[src/alarm_defines.vh]
// Purpose: Shared constants for the alarm status and mask block.
// Assumes: Registers are word aligned; byte address is four times the index.
// Notes:   Definitions only, no logic.
`ifndef ALARM_DEFINES_VH
`define ALARM_DEFINES_VH

// Register indices (byte address = index * 4)
`define IDX_ALARM_FLAGS     10'h2c0
`define IDX_ALARM_MASK      10'h2c2
`define IDX_LINK_CTRL       10'h2c6
`define IDX_IRQ_STATUS      10'h2c8
`define IDX_IRQ_CLEAR       10'h2c9
`define IDX_IRQ_ENABLE      10'h2ca

// Address split: word index field and upper bits that must be zero
`define ADDR_IDX_MSB        11
`define ADDR_IDX_LSB        2
`define ADDR_HIT_LSB        12
`define ADDR_HIT_ZERO       20'h00000

// Alarm flag and mask bit positions
`define BIT_DIVIDER         0
`define BIT_REALIGN         2
`define BIT_LINK            3
`define BIT_PLL             4
`define BIT_FIFO            5

// Flag and mask widths and reset values
`define ALARM_W             8
`define FLAGS_IMPL          8'h3d
`define FLAGS_RESET         8'h3d
`define MASK_RESET          8'h3f
`define IRQ_RESET           8'h00

// Link control register bits
`define CTRL_LINK_EN        0
`define CTRL_MODE_66B       1
`define CTRL_SOFT_RESET     2
`define CTRL_RESET          8'h00

// AHB-Lite encodings
`define HTRANS_ACTIVE_BIT   1
`define HRESP_OKAY          1'b0
`define WORD_W              32

`endif

[src/alarm_status_and_mask.v]
// Purpose: Alarm flags, alarm mask and combined alarm summary behind AHB-Lite.
// Assumes: One 250 MHz clock; event inputs come from logic on that clock.
// Notes:   Lane FIFO and PLL alarm sources live elsewhere; their flags only reset and clear here.
//
// Overview of operation
// - The realignment flag is set whenever a system reference pulse realigns the internal clocks and holds until one is written to it.
// - The clock flag is set whenever the first channel pair dividers differ from the second pair and clears on a write of one.
// - After power-on or soft reset every alarm flag starts in the set state.
// - While the serial link is disabled only the clock flag is meaningful; the others may hold any value.
// - The mask resets to 0x3f with bit 5 fifo, 4 pll, 3 link, 2 realign, 0 clock and bits 7:6 and 1 reserved.
// - A mask bit of one keeps its flag out of the summary while the flag still records events.
// - The link flag is set when the link is enabled but not sending data in 8b/10b, or at start-up or realignment in 64b/66b.
`timescale 1ns/100ps
`include "alarm_defines.vh"
module alarm_status_and_mask #(
    parameter DIV_W = 4
) (
    input  wire                 clock_i,
    input  wire                 reset_n_i,
    // AHB-Lite slave
    input  wire                 hsel_i,
    input  wire [31:0]          haddr_i,
    input  wire [1:0]           htrans_i,
    input  wire                 hwrite_i,
    input  wire [2:0]           hsize_i,
    input  wire                 hready_i,
    input  wire [`WORD_W-1:0]   hwdata_i,
    output wire [`WORD_W-1:0]   hrdata_o,
    output wire                 hreadyout_o,
    output wire                 hresp_o,
    // Alarm sources
    input  wire                 realign_pulse_i,
    input  wire [DIV_W-1:0]     div_ab_i,
    input  wire [DIV_W-1:0]     div_cd_i,
    input  wire                 link_data_state_i,
    input  wire                 link_startup_i,
    input  wire                 link_realign_i,
    // Results
    output reg                  serial_link_enable_o,
    output reg                  alarm_o,
    output reg                  irq_o
);

    // Register port wiring
    wire [9:0]          reg_idx;
    wire                reg_hit;
    wire                wr_en;
    wire [`WORD_W-1:0]  wr_data;
    reg  [`WORD_W-1:0]  rd_data;

    // Software state
    reg  [`ALARM_W-1:0] alarm_enable_mask_r;
    reg                 mode_66b_r;
    reg                 soft_reset_r;
    reg  [`ALARM_W-1:0] irq_enable_r;

    // Flag banks
    wire [`ALARM_W-1:0] alarm_flags;
    wire [`ALARM_W-1:0] irq_status;
    reg  [`ALARM_W-1:0] event_set;
    wire [`ALARM_W-1:0] flag_clear;
    wire [`ALARM_W-1:0] irq_clear;

    // Write decode strobes
    wire wr_flags  = wr_en & reg_hit & (reg_idx == `IDX_ALARM_FLAGS);
    wire wr_mask   = wr_en & reg_hit & (reg_idx == `IDX_ALARM_MASK);
    wire wr_ctrl   = wr_en & reg_hit & (reg_idx == `IDX_LINK_CTRL);
    wire wr_irqclr = wr_en & reg_hit & (reg_idx == `IDX_IRQ_CLEAR);
    wire wr_irqen  = wr_en & reg_hit & (reg_idx == `IDX_IRQ_ENABLE);

    // Bus front end; hsize is accepted but only word transfers are meaningful
    ahb_reg_port u_port (
        .clock_i     (clock_i),
        .reset_n_i   (reset_n_i),
        .hsel_i      (hsel_i),
        .haddr_i     (haddr_i),
        .htrans_i    (htrans_i),
        .hwrite_i    (hwrite_i),
        .hready_i    (hready_i),
        .hwdata_i    (hwdata_i),
        .rd_data_i   (rd_data),
        .reg_idx_o   (reg_idx),
        .reg_hit_o   (reg_hit),
        .wr_en_o     (wr_en),
        .wr_data_o   (wr_data),
        .hrdata_o    (hrdata_o),
        .hreadyout_o (hreadyout_o),
        .hresp_o     (hresp_o)
    );

    // Software registers; soft reset restores the mask like a power-on reset
    always @(posedge clock_i or negedge reset_n_i) begin
        if (!reset_n_i) begin
            alarm_enable_mask_r  <= `MASK_RESET;
            serial_link_enable_o <= 1'b0;
            mode_66b_r           <= 1'b0;
            soft_reset_r         <= 1'b0;
            irq_enable_r         <= `IRQ_RESET;
        end else begin
            soft_reset_r <= wr_ctrl & wr_data[`CTRL_SOFT_RESET];
            if (soft_reset_r) begin
                alarm_enable_mask_r <= `MASK_RESET;
            end else if (wr_mask) begin
                // Reserved mask bits are plain storage and read back as written
                alarm_enable_mask_r <= wr_data[`ALARM_W-1:0];
            end
            if (wr_ctrl) begin
                serial_link_enable_o <= wr_data[`CTRL_LINK_EN];
                mode_66b_r           <= wr_data[`CTRL_MODE_66B];
            end
            if (wr_irqen) begin
                irq_enable_r <= wr_data[`ALARM_W-1:0];
            end
        end
    end

    // Alarm events. The realign flag keeps collecting while the link is off;
    // their content is then meaningless and software clears them after enabling.
    always @* begin
        event_set = {`ALARM_W{1'b0}};
        event_set[`BIT_REALIGN] = realign_pulse_i;
        event_set[`BIT_DIVIDER] = (div_ab_i != div_cd_i);
        if (serial_link_enable_o) begin
            if (mode_66b_r) begin
                event_set[`BIT_LINK] = link_startup_i | link_realign_i;
            end else begin
                event_set[`BIT_LINK] = ~link_data_state_i;
            end
        end
    end

    // Write-one-to-clear; the bank lets a same-cycle event win
    assign flag_clear = wr_flags ? wr_data[`ALARM_W-1:0] : {`ALARM_W{1'b0}};
    assign irq_clear  = wr_irqclr ? wr_data[`ALARM_W-1:0] : {`ALARM_W{1'b0}};

    // Alarm flags start set after any reset
    sticky_flag_bank #(
        .WIDTH     (`ALARM_W),
        .IMPL      (`FLAGS_IMPL),
        .RESET_VAL (`FLAGS_RESET)
    ) u_flags (
        .clock_i   (clock_i),
        .reset_n_i (reset_n_i),
        .init_i    (soft_reset_r),
        .set_i     (event_set),
        .clear_i   (flag_clear),
        .flags_o   (alarm_flags)
    );

    // Interrupt causes record each alarm event regardless of the alarm mask
    sticky_flag_bank #(
        .WIDTH     (`ALARM_W),
        .IMPL      (`FLAGS_IMPL),
        .RESET_VAL (`IRQ_RESET)
    ) u_irq (
        .clock_i   (clock_i),
        .reset_n_i (reset_n_i),
        .init_i    (soft_reset_r),
        .set_i     (event_set),
        .clear_i   (irq_clear),
        .flags_o   (irq_status)
    );

    // Summary and interrupt, both registered so outputs come from flops
    always @(posedge clock_i or negedge reset_n_i) begin
        if (!reset_n_i) begin
            alarm_o <= 1'b0;
            irq_o   <= 1'b0;
        end else begin
            alarm_o <= |(alarm_flags & ~alarm_enable_mask_r);
            irq_o   <= |(irq_status & irq_enable_r);
        end
    end

    // Read mux; unmapped and write-only addresses read zero
    always @* begin
        rd_data = 32'h0000_0000;
        if (reg_hit) begin
            case (reg_idx)
                `IDX_ALARM_FLAGS: rd_data[`ALARM_W-1:0] = alarm_flags;
                `IDX_ALARM_MASK:  rd_data[`ALARM_W-1:0] = alarm_enable_mask_r;
                `IDX_LINK_CTRL: begin
                    rd_data[`CTRL_LINK_EN]  = serial_link_enable_o;
                    rd_data[`CTRL_MODE_66B] = mode_66b_r;
                end
                `IDX_IRQ_STATUS:  rd_data[`ALARM_W-1:0] = irq_status;
                `IDX_IRQ_ENABLE:  rd_data[`ALARM_W-1:0] = irq_enable_r;
                default:          rd_data = 32'h0000_0000;
            endcase
        end
    end

endmodule

[src/sticky_flag_bank.v]
// Purpose: Bank of sticky flags, one flip-flop per implemented bit.
// Assumes: Single clock; set, clear and init come from logic on that clock.
// Notes:   Init beats set, set beats clear; unimplemented bits read zero.
`timescale 1ns/100ps
module sticky_flag_bank #(
    parameter WIDTH     = 8,
    parameter [WIDTH-1:0] IMPL      = 8'hff,
    parameter [WIDTH-1:0] RESET_VAL = 8'h00
) (
    input  wire             clock_i,
    input  wire             reset_n_i,
    input  wire             init_i,
    input  wire [WIDTH-1:0] set_i,
    input  wire [WIDTH-1:0] clear_i,
    output wire [WIDTH-1:0] flags_o
);

    genvar g;
    generate
        for (g = 0; g < WIDTH; g = g + 1) begin : gen_bit
            if (IMPL[g]) begin : gen_flop
                reg flag_r;
                // Set wins over a clear in the same cycle so no event is lost
                always @(posedge clock_i or negedge reset_n_i) begin
                    if (!reset_n_i) begin
                        flag_r <= RESET_VAL[g];
                    end else if (init_i) begin
                        flag_r <= RESET_VAL[g];
                    end else if (set_i[g]) begin
                        flag_r <= 1'b1;
                    end else if (clear_i[g]) begin
                        flag_r <= 1'b0;
                    end
                end
                assign flags_o[g] = flag_r;
            end else begin : gen_none
                assign flags_o[g] = 1'b0;
            end
        end
    endgenerate

endmodule

[src/ahb_reg_port.v]
// Purpose: AHB-Lite slave front end turning bus transfers into register strobes.
// Assumes: Single word transfers; one wait state on every transfer.
// Notes:   Response is always OKAY; unmapped decoding is left to the register file.
`timescale 1ns/100ps
`include "alarm_defines.vh"
module ahb_reg_port (
    input  wire                 clock_i,
    input  wire                 reset_n_i,
    input  wire                 hsel_i,
    input  wire [31:0]          haddr_i,
    input  wire [1:0]           htrans_i,
    input  wire                 hwrite_i,
    input  wire                 hready_i,
    input  wire [`WORD_W-1:0]   hwdata_i,
    input  wire [`WORD_W-1:0]   rd_data_i,
    output reg  [9:0]           reg_idx_o,
    output reg                  reg_hit_o,
    output reg                  wr_en_o,
    output reg  [`WORD_W-1:0]   wr_data_o,
    output reg  [`WORD_W-1:0]   hrdata_o,
    output reg                  hreadyout_o,
    output reg                  hresp_o
);

    reg pending_r;
    reg write_r;

    wire take = hsel_i & htrans_i[`HTRANS_ACTIVE_BIT] & hready_i;

    // Address phase capture, then a single wait cycle in the data phase.
    // The wait lets read data come from a flop instead of a decode path.
    always @(posedge clock_i or negedge reset_n_i) begin
        if (!reset_n_i) begin
            pending_r   <= 1'b0;
            write_r     <= 1'b0;
            reg_idx_o   <= 10'h000;
            reg_hit_o   <= 1'b0;
            wr_en_o     <= 1'b0;
            wr_data_o   <= 32'h0000_0000;
            hrdata_o    <= 32'h0000_0000;
            hreadyout_o <= 1'b1;
            hresp_o     <= `HRESP_OKAY;
        end else begin
            wr_en_o <= 1'b0;
            hresp_o <= `HRESP_OKAY;
            if (take) begin
                pending_r   <= 1'b1;
                write_r     <= hwrite_i;
                reg_idx_o   <= haddr_i[`ADDR_IDX_MSB:`ADDR_IDX_LSB];
                // Upper bits are decoded so a far address cannot alias onto a register
                reg_hit_o   <= (haddr_i[31:`ADDR_HIT_LSB] == `ADDR_HIT_ZERO);
                hreadyout_o <= 1'b0;
            end else if (pending_r) begin
                pending_r   <= 1'b0;
                hreadyout_o <= 1'b1;
                if (write_r) begin
                    wr_en_o   <= 1'b1;
                    wr_data_o <= hwdata_i;
                end else begin
                    hrdata_o <= rd_data_i;
                end
            end
        end
    end

endmodule

[config.mk]
export PLATFORM = sky130hd
export DESIGN_NAME = alarm_status_and_mask
export DESIGN_NICKNAME = d
export VERILOG_FILES = /design/src/alarm_status_and_mask.v /design/src/sticky_flag_bank.v /design/src/ahb_reg_port.v
export VERILOG_INCLUDE_DIRS = /design/src /design/src/src
export SDC_FILE = /design/constraint.sdc
export NUM_CORES = 1
export LEC_CHECK = 0
export BUFFER_PORTS_ARGS = -buffer_cell sky130_fd_sc_hd__buf_2
export CORE_ASPECT_RATIO = 1.2
export CORE_UTILIZATION = 50
export CTS_BUF_LIST = sky130_fd_sc_hd__clkbuf_2
export DETAILED_ROUTE_END_ITERATION = 16
export GPL_ROUTABILITY_DRIVEN = 0
export PLACE_DENSITY = 0.83
export SLEW_MARGIN = 20
export SYNTH_ARGS = -nofsm -noshare
export SYNTH_HDL_FRONTEND = slang
export SYNTH_SLANG_ARGS = --single-unit
[constraint.sdc]
create_clock -name clock_i -period 2.4 [get_ports clock_i]
set_input_delay 0.72 -clock clock_i [delete_from_list [all_inputs] [get_ports clock_i]]
set_output_delay 0.72 -clock clock_i [all_outputs]
set_load 0.005 [all_outputs]
==> results of run 1 <==
[cells by family (layout without fill, tap and decap cells)]
| logic type | after synthesis | in the layout | synth area share [%] |
|---|---|---|---|
| AOI/OAI and AO/OA | 40 | 40 | 8.84 |
| DFF | 60 | 60 | 50.6 |
| other | 1 | 25 | 0.125 |
| buffers and inverters | 47 | 104 | 9.30 |
| xor gates and xnor gates | 4 | 4 | 1.17 |
| and+or+nand+nor | 70 | 70 | 15.0 |
| muxes | 36 | 36 | 15.0 |
[synthesized netlist by cell type (all sizes together)]
cell	number	area share [%]
mux2	28	12
xor2	4	1.2
and2	1	0.21
nor4	11	3.8
mux2i	6	2.0
nand3	3	0.50
a22o	1	0.29
nor3b	1	0.25
mux4	2	1.5
nor3	7	1.2
dfstp	12	11
and3	1	0.21
nand3b	3	0.75
and4bb	1	0.42
nand4bb	2	1.8
a22oi	2	0.50
nor2	14	1.8
dfrtp	48	40
or3b	2	0.58
o21ba	1	0.33
o21ai	12	2.0
a211o	3	0.88
nand2	18	2.3
conb	1	0.13
a31oi	2	0.42
or3	2	0.42
a222oi	2	0.67
a21o	2	0.50
o221ai	1	0.29
a311oi	1	0.29
a21bo	1	0.33
o31ai	2	0.50
nor2b	2	0.42
nand4	2	0.42
inv	12	1.5
buf	27	6.8
clkbuf	8	1.0
a21boi	2	0.50
a21oi	8	1.3
[registers in the layout (all words and copies together), names as in the netlist, 3 cells and up]
name and flops:
u_port.hrdata_o 8, irq_enable_r 8, alarm_enable_mask_r 8, u_port.reg_idx_o 10, u_irq.gen_bit.gen_flop.flag_r 3, u_flags.gen_bit.gen_flop.flag_r 5
u_port.wr_data_o 8
[layout make-up]
type,instances,share of cell area (%)
Sequential cell,60,42.9
Multi-Input combinational cell,175,36.6
Timing Repair Buffer,76,11.8
Clock inverter,7,3.26
Tap cell,80,2.83
Clock buffer,9,1.28
Inverter,12,1.28
[worst paths after layout]
kind,from,endpoint,slack (ps)
min in group clock_i,hwdata_i[3],u_port.wr_data_o[3]$_DFFE_PN0P_,430
worst min-delay path,reset_n_i,irq_o$_DFF_PN0_,170
max in group asynchronous,reset_n_i,alarm_enable_mask_r[0]$_DFFE_PN1P_,1890
worst max register to register,u_port.reg_idx_o[2]$_DFFE_PN0P_,u_flags.gen_bit[0].gen_flop.flag_r$_DFFE_PN1P_,510
worst min register to register,u_port.hrdata_o[5]$_DFFE_PN0P_,u_port.hrdata_o[5]$_DFFE_PN0P_,490
worst max-delay path,u_port.reg_idx_o[2]$_DFFE_PN0P_,u_flags.gen_bit[0].gen_flop.flag_r$_DFFE_PN1P_,510
[power breakdown]
part	leakage, nW	internal (mW)	switching (mW)
sequential	0.740	1.10	0.114
clock	0.0879	0.445	0.389
combinational	0.864	0.170	0.144
[through the flow]
step / hold slack (ps) / utilization (%) / std cells / area [um2] / power [mW]
5_1_grt: 167 / 61.9 / 419 / 3530 / 2.46
4_1_cts: 168 / 61.9 / 419 / 3530 / 2.37
2_1_floorplan: 424 / - / 282 / 3090 / 1.44
3_3_place_gp: 458 / 59.1 / 403 / 3370 / 1.52
3_5_place_dp: 466 / 59.1 / 403 / 3370 / 1.55
6_report: 169 / 61.9 / 419 / 3530 / 2.36
[cell usage in the layout, fill, tap and decap left out, drive strengths merged, types with 3 or more instances in the layout]
cell type	n
a211o	3
a21oi	8
buf	76
bufinv	3
clkbuf	9
conb	25
dfrtp	48
dfstp	12
inv	12
mux2	28
mux2i	6
nand2	18
nand3	3
nand3b	3
nor2	14
nor3	7
nor4	11
o21ai	12
xor2	4
[layer usage]
layer | vias up | global-route usage, % | wire [um]
met3 | 20 | 5.70 | 340
met1 | 1105 | 26.4 | 2540
li1 | 1019 | - | -
met5 | - | 0 | 0
met2 | 70 | 36.6 | 3360
met4 | 0 | 12.8 | 184
==> metrics.txt, run 1 <==
WL final 6430 um; Power Density 669 mW/mm2; wire length per cell 15.3 um; final hold violations 0; initial core utilization 52.6%; Synth cell types 45; crit share post-route 78.6%; Gates resized, CTS repair 0; CTS H-tree lvls 3; post-route ant nets 0; # DRC 0; TNS Setup 0 ps; dpl hpwl 4650 um; YS warnings 0; Final Critical Period 1890 ps; CTS Buf Count 9; max cap viols 0; first-pass GRT wire length 10400 um; clock skew 23.6 ps; Multi-input gate area 0.00129 mm2; Cell Rows 30; final worst slack 513 ps; stages on the worst setup path 4; Die H 86.8 um; first-pass iteration count of the detailed router 4; r2r worst-path depth 4; clk sink count 60; worst path cell trace nand4bb_4 > nor4_4 > a21boi_1 > or3b_1; core area 0.00571 mm2; CTS Buffer Depth 2; syn_area_per_cell 11.6 um2; Die Area 0.00631 mm2; # fillers 461; GR Overflow Total 0; vias post-DR 2214; Worst-path clk slew 180 ps; cts hold-fix bufs 0; Gate Count Post-Synth 258; share of layout cells above drive strength 1 42.2%; Starting DRT DRC Count 131; Crit-path slowest cell dfrtp_1; Syn-to-layout area delta 17.7%; setup repair bufs after CTS 0; Sequential cell area 0.00152 mm2; CP arrival 2350 ps; vias per inst 5.28; CTS tree built; CP top delay family simple AND/OR/NAND/NOR gates; Final Net Count 420; vias in the first global route 2118; Seq cells post-synth 60; CP Capture Type flop; Slew Limit Headroom 48.9%; critical path type reg -> reg; CP Data Required Time 2860 ps; dpl ws 346 ps; sequential element share of the synthesized area 50.6%; synthesized cell area 0.00300 mm2; initial antenna violation count 0; RSZ-0062 raised after global routing false; Leak 1.69 nW; Critical Path Max Stage Delay 530 ps; critical path startpoint category flop; Buf/Inv on CP 0; critical-path maximum fanout 11; port bufs 67; Root Buffer clkbuf_2; class of the worst hold path in -> async; Ports 123; Final setup viols 0; Total GRT Usage 22.3%; Worst-Skew Late Latency 510 ps; die width 72.7 um; highest clock rate 530 MHz; outcome finished clean; worst slew pin tran 766 ps; Antenna diodes 0; largest net degree at the start of global routing 61; Slew Viols, Final 0; VDD IR max 0.562 mV
Note: power is estimated with default switching activity, not from simulation.
==> run 2, diff against run 1 <==
==> constraint.sdc (replaced) <==
create_clock -name clock_i -period 1.88 [get_ports clock_i]
set_input_delay 0.564 -clock clock_i [delete_from_list [all_inputs] [get_ports clock_i]]
set_output_delay 0.564 -clock clock_i [all_outputs]
set_load 0.005 [all_outputs]
==> metrics.txt, run 2 (same netlist as run 1, synthesis figures left out) <==
outcome finished clean (unchanged); Die H 86.8 um (unchanged); Die Area 0.00631 mm2 (unchanged); Total GRT Usage 21.2% (was 22.3%); metal2 WL 3300 um (was 3360 um); Comb pwr share 14.9% (was 13.3%); critical-path maximum fanout 5 (was 11); most used cell, CP or3b_1; first-pass GRT wire length 9960 um (was 10400 um); die width 72.7 um (unchanged); vias in the first global route 2136 (was 2118); wire length per cell 14.3 um (was 15.3 um); CP Capture Type flop (unchanged); CP arrival 2190 ps (was 2350 ps); Antenna diodes 0 (unchanged); register bank with the most flops u_port.reg_idx_o (unchanged); first-pass iteration count of the detailed router 4 (unchanged); Final setup viols 0 (unchanged); switch share 27.5% (was 27.4%); Final Net Count 423 (was 420); dpl hpwl 4600 um (was 4650 um); internal power 2.06 mW (was 1.72 mW); M1 WL 2340 um (was 2540 um); Syn-to-layout area delta 18.2% (was 17.7%); Worst-Skew Late Latency 490 ps (was 510 ps); worst path cell trace or3b_1 > nor4_4 > a21boi_1 > or3b_1 (was nand4bb_4 > nor4_4 > a21boi_1 > or3b_1); initial antenna violation count 0 (unchanged); r2r worst-path depth 4 (unchanged); max reg flops 10 (unchanged); cts hold-fix bufs 0 (unchanged); initial core utilization 52.6% (unchanged); Cell Rows 30 (unchanged); class of the worst hold path in -> async (unchanged); final total power 2.84 mW (was 2.36 mW); Gates resized, CTS repair 0 (unchanged); critical path type reg -> reg (unchanged); Slew Viols, Final 0 (unchanged); Power Density 802 mW/mm2 (was 669 mW/mm2); Ports 123 (unchanged); clock skew 23.5 ps (was 23.6 ps); Crit-path slowest cell dfrtp_1 (unchanged); GR Overflow Total 0 (unchanged); setup repair bufs after CTS 0 (unchanged); WL final 6050 um (was 6430 um); commonest non-fill, non-tap cell in the layout buf_2 (unchanged); # DRC 0 (unchanged); port bufs 67 (unchanged); vias per inst 5.18 (was 5.28); Slew Limit Headroom 54.9% (was 48.9%); core area 0.00571 mm2 (unchanged); share of layout cells above drive strength 1 41.8% (was 42.2%); CTS tree built (unchanged); Max Used Layer met4 (unchanged); TNS Setup 0 ps (unchanged); highest clock rate 562 MHz (was 530 MHz); Clock Power Share 31.1% (was 35.3%); commonest cells after routing, fill and taps aside buf_2 (67), dfrtp_1 (48), conb_1 (25) (unchanged); Critical Path Max Stage Delay 440 ps (was 530 ps); clk sink count 60 (unchanged); CTS H-tree lvls 3 (unchanged); largest net degree at the start of global routing 61 (unchanged); Starting DRT DRC Count 146 (was 131); CTS Buffer Depth 2 (unchanged); CTS Buf Count 9 (unchanged); final hold violations 0 (unchanged); RSZ-0062 raised after global routing false (unchanged); Worst-path clk slew 170 ps (was 180 ps); VDD IR max 0.476 mV (was 0.562 mV); post-route ant nets 0 (unchanged); CP Data Required Time 2290 ps (was 2860 ps); metal3 WL 329 um (was 340 um); Final Critical Period 1780 ps (was 1890 ps); critical path startpoint category flop (unchanged); max cap viols 0 (unchanged); Leak 1.70 nW (was 1.69 nW); Switch Pwr 782 uW (was 647 uW); crit share post-route 94.6% (was 78.6%); worst slew pin tran 676 ps (was 766 ps); Root Buffer clkbuf_2 (unchanged); vias post-DR 2188 (was 2214); sequential power share 54.1% (was 51.4%)
-- run 2: changes by cell type in the layout (fill, tap and decap cells not counted) --
cell,delta
clkinvlp_4,-2
buf_4,+1
buf_12,+2
bufinv_16,-1
clkinv_1,+3
-- run 2: layout make-up --
type | instances | area (um2)
timing repair buffer | 79 | 463
fill | 460 | 2160
clock inverter | 7 | 81.3
clock buffer | 9 | 45.0
tap | 80 | 100
inverter | 12 | 45.0
multi-input combinational | 175 | 1290
sequential | 60 | 1520
-- run 2: layer usage --
metal / vias to the layer above / global-route usage, %
li1: 1028 / -
met1: 1071 / 25.2
met2: 80 / 37.3
met3: 9 / 3.49
met4: 0 / 9.80
met5: - / 0
-- run 2: worst paths after layout --
kind	startpoint	endpoint	slack (ps)
max reg2reg	u_port.reg_idx_o[8]$_DFFE_PN0P_	u_flags.gen_bit[0].gen_flop.flag_r$_DFFE_PN1P_	100
min reg2reg	u_port.hrdata_o[5]$_DFFE_PN0P_	u_port.hrdata_o[5]$_DFFE_PN0P_	490
min in group clock_i	hwdata_i[6]	u_port.wr_data_o[6]$_DFFE_PN0P_	300
min	reset_n_i	u_port.wr_data_o[3]$_DFFE_PN0P_	30
max in group asynchronous	reset_n_i	u_port.hreadyout_o$_DFFE_PN1P_	1500
max	u_port.reg_idx_o[8]$_DFFE_PN0P_	u_flags.gen_bit[0].gen_flop.flag_r$_DFFE_PN1P_	100
-- run 2: through the flow --
stage               setup slack, ps  std cells  area (um2)  util (%)  hold slack [ps]
floorplan                       145        282        3090         -              268
global placement                153        406        3420      59.9              457
detailed placement             88.6        406        3420      59.9              465
CTS                            82.3        422        3540      62.1             44.5
global route                   4.33        422        3540      62.1             58.8
finish                          101        422        3540      62.1             33.3
-- run 2: critical path: cells and delay by family (launching register included) --
family | cells | cell delay, ps
AO/OA/AOI/OAI | 1 | 120
AND/OR/NAND/NOR | 3 | 1150
flip-flops | 1 | 440
-- run 2: power groups by stage --
stage                     registers, mW  clock network [mW]  logic (mW)
after floorplan                    1.52                   0       0.323
after global placement             1.55                   0       0.409
after detailed placement           1.56                   0       0.426
after CTS                          1.53               0.901       0.427
after global routing               1.56               0.955       0.474
final                              1.54               0.882       0.423
